==> src/design/hub_desc_defs.vh <==
// Register map, reset values and field layout of the hub descriptor
// configuration bank. Definitions only; included by the bank files.
`ifndef HUB_DESC_DEFS_VH
`define HUB_DESC_DEFS_VH

// ==========================================================================
// Register indices (byte registers, byte address = 4 * index)
`define OFS_CTRL_CURRENT_SELF    8'h0e
`define OFS_CTRL_CURRENT_BUS     8'h0f
`define OFS_PORT_POWER_ON_DELAY  8'h10
`define OFS_LANGUAGE_CODE_HIGH   8'h11
`define OFS_LANGUAGE_CODE_LOW    8'h12
`define OFS_MAKER_TEXT_LENGTH    8'h13
`define OFS_PRODUCT_TEXT_LENGTH  8'h14
`define OFS_SERIAL_TEXT_LENGTH   8'h15
`define OFS_MAKER_TEXT_FIRST     8'h16
`define OFS_MAKER_TEXT_LAST      8'h53
`define OFS_HUB_STATUS           8'h60

// ==========================================================================
// Reset values
`define RST_CTRL_CURRENT_SELF    8'h02
`define RST_CTRL_CURRENT_BUS     8'h64
`define RST_PORT_POWER_ON_DELAY  8'h00
`define RST_LANGUAGE_CODE_HIGH   8'h04
`define RST_LANGUAGE_CODE_LOW    8'h09
`define RST_TEXT_LENGTH          8'h00
`define RST_MAKER_TEXT           8'h00

// ==========================================================================
// Field positions and sizes
`define HUB_STATUS_SELF_BIT      0
`define MAKER_TEXT_DEPTH         62
`define MAKER_TEXT_AW            6

`endif

==> src/design/maker_text_ram.v <==
// Byte store for the maker text, UTF-16LE low byte at the even slot.
// Assumes one clock; a read answers one cycle later from a register.
`timescale 1ns/1ps
`include "hub_desc_defs.vh"

module maker_text_ram #(
    parameter DEPTH = `MAKER_TEXT_DEPTH,
    parameter AW    = `MAKER_TEXT_AW
) (
    input  wire          core_clk,
    input  wire          rst,
    input  wire          wr_en,
    input  wire [AW-1:0] wr_addr,
    input  wire [7:0]    wr_data,
    input  wire [AW-1:0] rd_addr,
    output reg  [7:0]    rd_data
);

    reg [7:0] mem [0:DEPTH-1];
    integer   i;

    // ======================================================================
    // Storage and registered read
    // Reset clears every slot so unwritten text reads as zero
    always @(posedge core_clk or posedge rst) begin
        if (rst) begin
            for (i = 0; i < DEPTH; i = i + 1) begin
                mem[i] <= `RST_MAKER_TEXT;
            end
            rd_data <= 8'h00;
        end else begin
            if (wr_en) begin
                mem[wr_addr] <= wr_data;
            end
            rd_data <= mem[rd_addr];
        end
    end

endmodule // maker_text_ram

==> src/design/hub_descriptor_config_regs.v <==
// Byte-wide hub descriptor configuration bank on an Avalon-MM slave,
// with a second read port serving descriptor fields to the hub core.
// Assumes one clock; self_powered is a pin and is synchronised here.
//
// Summary of operation
// - Self-powered controller current, 8 bits in 1 mA, resets to 0x02.
// - Bus-powered controller current, 8 bits in 1 mA, resets to 0x64.
// - Power-on delay in 2 ms units only fills the power-good descriptor field.
// - Language ID is high byte 0x04 and low byte 0x09, giving 0x0409.
// - Three text length registers at 0x13 to 0x15, each reset to zero.
// - Maker text 0x16 to 0x53 holds UTF-16LE, low byte first, packed.
//
// Added by the designer: the Avalon-MM interface to the registers.
`timescale 1ns/1ps
`include "hub_desc_defs.vh"

module hub_descriptor_config_regs (
    input  wire        core_clk,
    input  wire        rst,
    input  wire [9:0]  avs_address,
    input  wire        avs_read,
    input  wire        avs_write,
    input  wire [31:0] avs_writedata,
    input  wire [3:0]  avs_byteenable,
    output reg  [31:0] avs_readdata,
    output reg         avs_waitrequest,
    output reg  [1:0]  avs_response,
    input  wire        self_powered,
    input  wire [5:0]  desc_text_index,
    output reg  [7:0]  desc_text_byte,
    output reg  [7:0]  desc_ctrl_current,
    output reg  [7:0]  desc_power_on_delay,
    output reg  [15:0] desc_language_code,
    output reg  [7:0]  maker_text_length_value,
    output reg  [7:0]  product_text_length_value,
    output reg  [7:0]  serial_text_length_value
);

    // ======================================================================
    // Bus states
    localparam [1:0] ST_IDLE = 2'b00;
    localparam [1:0] ST_WAIT = 2'b01;
    localparam [1:0] ST_DONE = 2'b10;
    localparam [1:0] ST_ACK  = 2'b11;
    localparam [1:0] RESP_OK  = 2'b00;
    localparam [1:0] RESP_BAD = 2'b10;

    reg  [7:0]  ctrl_current_self_value;
    reg  [7:0]  ctrl_current_bus_value;
    reg  [7:0]  port_power_on_delay;
    reg  [7:0]  language_code_high_value;
    reg  [7:0]  language_code_low_value;
    reg  [1:0]  state;
    reg         self_meta;
    reg         self_sync;
    reg         text_sel;
    reg  [7:0]  reg_rdata;
    reg         reg_hit;
    wire [7:0]  index;
    wire        index_ok;
    wire        in_text;
    wire [5:0]  text_slot;
    wire [7:0]  text_off;
    wire        do_write;
    wire [5:0]  ram_rd_addr;
    wire [7:0]  ram_rd_data;
    reg  [5:0]  core_rd_addr;

    // Byte address bits 9:2 carry the register index; bits 1:0 must be zero
    assign index    = avs_address[9:2];
    assign index_ok = (avs_address[1:0] == 2'b00);

    function in_text_range;
        input [7:0] idx;
        begin
            in_text_range = (idx >= `OFS_MAKER_TEXT_FIRST) &&
                            (idx <= `OFS_MAKER_TEXT_LAST);
        end
    endfunction

    assign in_text   = index_ok && in_text_range(index);
    assign text_off  = index - `OFS_MAKER_TEXT_FIRST;
    assign text_slot = in_text ? text_off[5:0] : 6'd0;
    // Write lands at the edge where the master sees waitrequest low
    assign do_write  = (state == ST_ACK) && avs_write && avs_byteenable[0];

    // Bus reads borrow the RAM port during the request cycle in ST_IDLE; the core port
    // sees the byte of the bus slot for one cycle then, which is harmless for descriptors
    assign ram_rd_addr = (state == ST_IDLE && avs_read && in_text) ?
                         text_slot : core_rd_addr;

    // ======================================================================
    // Maker text store
    maker_text_ram #(
        .DEPTH (`MAKER_TEXT_DEPTH),
        .AW    (`MAKER_TEXT_AW)
    ) u_text (
        .core_clk (core_clk),
        .rst      (rst),
        .wr_en    (do_write && in_text),
        .wr_addr  (text_slot),
        .wr_data  (avs_writedata[7:0]),
        .rd_addr  (ram_rd_addr),
        .rd_data  (ram_rd_data)
    );

    // ======================================================================
    // Power mode pin synchroniser
    always @(posedge core_clk or posedge rst) begin
        if (rst) begin
            self_meta <= 1'b0;
            self_sync <= 1'b0;
        end else begin
            self_meta <= self_powered;
            self_sync <= self_meta;
        end
    end

    // ======================================================================
    // Register writes; only lane 0 carries data
    always @(posedge core_clk or posedge rst) begin
        if (rst) begin
            ctrl_current_self_value   <= `RST_CTRL_CURRENT_SELF;
            ctrl_current_bus_value    <= `RST_CTRL_CURRENT_BUS;
            port_power_on_delay       <= `RST_PORT_POWER_ON_DELAY;
            language_code_high_value  <= `RST_LANGUAGE_CODE_HIGH;
            language_code_low_value   <= `RST_LANGUAGE_CODE_LOW;
            maker_text_length_value   <= `RST_TEXT_LENGTH;
            product_text_length_value <= `RST_TEXT_LENGTH;
            serial_text_length_value  <= `RST_TEXT_LENGTH;
        end else if (do_write && index_ok) begin
            case (index)
                `OFS_CTRL_CURRENT_SELF:   ctrl_current_self_value <= avs_writedata[7:0];
                `OFS_CTRL_CURRENT_BUS:    ctrl_current_bus_value <= avs_writedata[7:0];
                `OFS_PORT_POWER_ON_DELAY: port_power_on_delay <= avs_writedata[7:0];
                `OFS_LANGUAGE_CODE_HIGH:  language_code_high_value <= avs_writedata[7:0];
                `OFS_LANGUAGE_CODE_LOW:   language_code_low_value <= avs_writedata[7:0];
                `OFS_MAKER_TEXT_LENGTH:   maker_text_length_value <= avs_writedata[7:0];
                `OFS_PRODUCT_TEXT_LENGTH: product_text_length_value <= avs_writedata[7:0];
                `OFS_SERIAL_TEXT_LENGTH:  serial_text_length_value <= avs_writedata[7:0];
                default: ;
            endcase
        end
    end

    // ======================================================================
    // Read decode of flip-flop registers
    always @* begin
        reg_hit   = index_ok;
        reg_rdata = 8'h00;
        case (index)
            `OFS_CTRL_CURRENT_SELF:   reg_rdata = ctrl_current_self_value;
            `OFS_CTRL_CURRENT_BUS:    reg_rdata = ctrl_current_bus_value;
            `OFS_PORT_POWER_ON_DELAY: reg_rdata = port_power_on_delay;
            `OFS_LANGUAGE_CODE_HIGH:  reg_rdata = language_code_high_value;
            `OFS_LANGUAGE_CODE_LOW:   reg_rdata = language_code_low_value;
            `OFS_MAKER_TEXT_LENGTH:   reg_rdata = maker_text_length_value;
            `OFS_PRODUCT_TEXT_LENGTH: reg_rdata = product_text_length_value;
            `OFS_SERIAL_TEXT_LENGTH:  reg_rdata = serial_text_length_value;
            `OFS_HUB_STATUS:          reg_rdata = {7'h00, self_sync};
            default:                  reg_hit = in_text;
        endcase
    end

    // ======================================================================
    // Avalon slave: waitrequest drops one cycle after the take edge,
    // so the text RAM has its registered read cycle before data stands
    always @(posedge core_clk or posedge rst) begin
        if (rst) begin
            state           <= ST_IDLE;
            avs_waitrequest <= 1'b1;
            avs_readdata    <= 32'h0000_0000;
            avs_response    <= RESP_OK;
            text_sel        <= 1'b0;
        end else begin
            case (state)
                ST_IDLE: begin
                    avs_waitrequest <= 1'b1;
                    if (avs_read || avs_write) begin
                        text_sel        <= avs_read && in_text;
                        avs_response    <= reg_hit ? RESP_OK : RESP_BAD;
                        // Unmapped reads return zero, not a stray register
                        avs_readdata    <= {24'h000000, reg_hit ? reg_rdata : 8'h00};
                        state           <= ST_WAIT;
                    end
                end
                ST_WAIT: begin
                    // Text byte read at the take edge is valid now
                    if (text_sel) begin
                        avs_readdata <= {24'h000000, ram_rd_data};
                    end
                    avs_waitrequest <= 1'b0;
                    state           <= ST_ACK;
                end
                ST_ACK: begin
                    // Master samples waitrequest low at this edge
                    avs_waitrequest <= 1'b1;
                    state           <= ST_DONE;
                end
                ST_DONE: begin
                    state <= ST_IDLE;
                end
                default: begin
                    state           <= ST_IDLE;
                    avs_waitrequest <= 1'b1;
                end
            endcase
        end
    end

    // ======================================================================
    // Descriptor side outputs
    always @(posedge core_clk or posedge rst) begin
        if (rst) begin
            desc_ctrl_current   <= `RST_CTRL_CURRENT_BUS;
            desc_power_on_delay <= `RST_PORT_POWER_ON_DELAY;
            desc_language_code  <= {`RST_LANGUAGE_CODE_HIGH, `RST_LANGUAGE_CODE_LOW};
            desc_text_byte      <= 8'h00;
            core_rd_addr        <= 6'd0;
        end else begin
            desc_ctrl_current   <= self_sync ? ctrl_current_self_value
                                             : ctrl_current_bus_value;
            desc_power_on_delay <= port_power_on_delay;
            desc_language_code  <= {language_code_high_value, language_code_low_value};
            core_rd_addr        <= desc_text_index;
            desc_text_byte      <= ram_rd_data;
        end
    end

endmodule // hub_descriptor_config_regs

==> config.mk <==
export PLATFORM = sky130hd
export DESIGN_NAME = hub_descriptor_config_regs
export DESIGN_NICKNAME = d
export VERILOG_FILES = /design/src/design/maker_text_ram.v /design/src/design/hub_descriptor_config_regs.v
export VERILOG_INCLUDE_DIRS = /design/src /design/src/design
export SDC_FILE = /design/constraint.sdc
export NUM_CORES = 1
export LEC_CHECK = 0
export BUFFER_PORTS_ARGS = -buffer_cell sky130_fd_sc_hd__buf_4
export CORE_UTILIZATION = 35
export DETAILED_ROUTE_END_ITERATION = 12
export GPL_ROUTABILITY_DRIVEN = 0
export PLACE_DENSITY = 0.61
export SLEW_MARGIN = 20
export SYNTH_ARGS = -nofsm -noshare
export SYNTH_HDL_FRONTEND = slang
export SYNTH_SLANG_ARGS = --single-unit
==> constraint.sdc <==
create_clock -name core_clk -period 21 [get_ports core_clk]
set_input_delay 1.05 -clock core_clk [delete_from_list [all_inputs] [get_ports core_clk]]
set_output_delay 1.05 -clock core_clk [all_outputs]
set_load 0.05 [all_outputs]
==> flow_metrics.py <==
metrics = {
    "placement": {
        "dp_hpwl_mm": 53.55,
        "port_buffers": 103,
        "pre_cts_ws_ns": 15.19,
        "dp_cells": 3582,
    },
    "yosys": {
        "synthFlopType": "dfrtp_1",
        "syn_area_per_cell_um2": 12.13,
        "synthTopCellsByArea": "dfrtp_1, mux2_2, clkbuf_1",
        "ys_warn_count": 0,
        "yosys.area.top_type": "dfrtp_1",
        "synth.top_cell.area_share_pct": 50.50,
        "syn_inst": 2512,
        "async_flop_share_pct": 100.0,
        "synth_cell_types": 69,
        "synth_edf_count": 0,
        "netlist_area_um2": 30470,
        "yosysSeqAreaShare_pct": 51.71,
        "ys_ff_latch": 629,
    },
    "clocking": {
        "numClockSinks": 629,
        "clockBufferDepth": 3,
        "cts-resized-gates": 0,
        "cts_hold_buf": 0,
        "cts_made_buffers": 70,
        "post_cts_buffers": 0,
        "htree_levels": 3,
        "cts_tree": "done",
        "cts_root_buffer": "clkbuf_16",
        "path_clk_slew_ns": 0.06,
        "clk_latency_ns": 0.62,
    },
    "pwr": {
        "p_leak_nw": 16.26,
        "ir_worst_vdd_v": 0.0001117,
        "power_density_nw_per_um2": 82.02,
    },
    "global_route": {
        "grt_antenna_before_repair": 1,
        "globalRouteOverflowTotal": 0,
        "grt_pass1_wl_mm": 137.1,
        "grt_max_degree": 195,
        "first_global_vias": 22230,
        "grtUsageTotal_pct": 19.90,
    },
    "worst_setup_path": {
        "path_depth": 11,
        "reg2reg_depth": 12,
        "crit_type": "in -> reg",
        "cp_slowest_stage_delay_ns": 0.94,
        "crit_chain": "buf_4, or3_1, a311o_4, o31ai_4, buf_4, nand2_2, buf_4, nor2_2, a2111oi_0, o41a_1, a22oi_1",
        "crit_top_cell": "buf_4",
        "regToRegSetupSlack_ns": 16.04,
        "cp.required_ns": 21.43,
        "arrival_ns": 5.84,
        "worstPathMaxFanout": 62,
        "cp-end-kind": "register",
        "crit_slowest_cell": "nor2_2",
        "start_kind": "input pin",
        "crit_family": "compound AO/OA/AOI/OAI gates",
        "cp_num_buf_inv": 3,
    },
    "timing": {
        "setup_slack_ns": 15.58,
        "fmax_ghz": 0.1846,
        "worst_pin_slew_ns": 1.140,
        "skew_ns": 0.03114,
        "period_minus_slack_ns": 5.417,
        "hold_slack_ns": 0.3548,
        "fin_crit_sh_pct": 25.79,
        "finalSetupTns_ns": 0,
        "finalSetupViolations": 0,
        "rsz0062_at_grt": "false",
        "maxSlewHeadroom_pct": 23.92,
        "hold_viol": 0,
        "drv_slew": 0,
    },
    "layout": {
        "area_growth_pct": 13.45,
        "finalNonFillerCells": 3707,
        "final_nets": 2574,
        "finish.utilization_pct": 40.35,
        "multi_input_area_um2": 13810,
        "fillCellCount": 7991,
        "drive_gt1_share_pct": 37.34,
        "seqCellArea_um2": 15760,
        "diodes": 0,
    },
    "route": {
        "wire_per_inst_um": 24.01,
        "route.detailed.drc": 0,
        "via_count": 21660,
        "vias_per_cell": 5.842,
        "first_pass_iters": 8,
        "drt-total-wl_mm": 89.00,
        "dr.first_iter.drc_count": 2058,
        "ant_nets": 0,
    },
    "run_status": {
        "outcome": "completed",
    },
    "job": {
        "maxCapViolations": 0,
    },
    "floorplan": {
        "fp-row-count": 107,
        "core_area_um2": 85680,
        "dieHeight_um": 297.1,
        "dieWidth_um": 297.1,
        "io_pins": 156,
        "die_area_um2": 88250,
        "start_util_pct": 35.57,
    },
    "min_path": {
        "hold_depth": 0,
        "hold_path.class": "reg -> reg",
    },
}
-- path summary, 6_finish.rpt --
check	from	end
max	avs_address[1]	u_text.rd_data[7]
min	self_meta	self_sync
max reg2reg	state[0]	u_text.rd_data[7]
min reg2reg	self_meta	self_sync
max in group asynchronous	rst	desc_power_on_delay[0]
min in group asynchronous	rst	u_text.mem[220]
-- sequential cells by signal, indices dropped and copies added, names as in the netlist, 8 cells and up --
name / flops
desc_power_on_delay: 8
maker_text_length_value: 8
language_code_low_value: 8
product_text_length_value: 8
desc_language_code: 16
u_text.rd_data: 8
serial_text_length_value: 8
desc_text_byte: 8
desc_ctrl_current: 8
language_code_high_value: 8
u_text.mem: 496
ctrl_current_bus_value: 8
avs_readdata: 8
ctrl_current_self_value: 8
port_power_on_delay: 8
-- worst register-to-register path, delay by kind of cell (launching register included) --
family | cells | cell delay, ns
compound gates | 4 | 1.58
fa+ha+maj | 1 | 0.30
buf+inv | 4 | 1.27
flops | 1 | 0.42
simple gates | 3 | 1.23
-- final cells by class --
| cell class | count | share of cell area [%] |
|---|---|---|
| clock inverter | 27 | 0.9880 |
| inverter | 9 | 0.1194 |
| multi-input combinational | 1661 | 39.96 |
| clock buffer | 96 | 5.964 |
| tap | 1144 | 4.140 |
| timing repair buffer | 141 | 3.250 |
| sequential | 629 | 45.58 |
-- cell usage after synthesis, types with 20 or more instances --
cell        n
a211o_1    20
a211oi_1   46
a21o_1     22
a21oi_1    84
a22oi_1    27
a311oi_1   36
a32oi_1    40
and3_1     71
buf_2      26
buf_4      30
clkbuf_1  161
dfrtp_1   615
mux2_2    588
mux2i_1    33
nand2_1   152
nand2_2    33
nand3_1    96
nor2_1     26
nor4_1     35
o21a_1     23
o21ai_0    91
-- cells by family after synthesis --
| kind of cell | after synthesis | synth area share, % |
|---|---|---|
| fa+ha+maj | 5 | 0.2053 |
| buf+inv | 246 | 3.593 |
| xor+xnor | 4 | 0.1149 |
| compound gates | 518 | 12.43 |
| other cells | 1 | 0.01231 |
| simple gates | 467 | 7.957 |
| mux | 642 | 23.98 |
| flops | 629 | 51.71 |
-- where the power goes --
| part | switching (W) | internal (W) | leakage (nW) |
|---|---|---|---|
| clock network | 0.000499 | 0.000773 | 1.19 |
| logic | 0.000237 | 0.0000715 | 6.39 |
| registers | 0.0000180 | 0.00124 | 8.67 |
| total | 0.000753 | 0.00208 | 16.3 |
-- through the flow --
step	cell area, um2	total power, W
5_1_grt	34570	0.002929
3_3_place_gp	32080	0.001574
2_1_floorplan	30560	0.001479
3_5_place_dp	32090	0.001581
4_1_cts	34500	0.002856
6_report	34570	0.002836
-- metal layers --
metal,vias up,routed length [um],global-route usage (%),part of all wire (%)
li1,9331,-,-,-
met1,11300,37690,26.10,42
met2,829,42340,32.17,48
met3,193,5941,4.185,6.7
met4,2,3019,7.597,3.4
met5,-,7,0,0.0079
-- cell usage in the layout, fill, tap and decap left out, types with 8 or more instances in the layout --
cell       count
a2111o_1      14
a2111oi_0     12
a211o_1       20
a211oi_1      46
a21boi_0       8
a21o_1        22
a21oi_1       83
a22oi_1       27
a311oi_1      36
a32oi_1       40
and3_1        71
buf_4        137
clkbuf_16     72
clkbuf_8      17
clkinv_2      13
conb_1        25
dfrtp_1      615
dfstp_2       14
mux2_2       588
mux2i_1       33
mux4_2         8
nand2_1      151
nand2_2       34
nand3_1       96
nor2_1        25
nor2_2        10
nor3_2         8
nor4_1        35
o2111ai_1     14
o211ai_1      14
o21a_1        23
o21ai_0       91
o22a_1         9
o22ai_1        8
No activity file was read; power rests on OpenSTA's default activity.
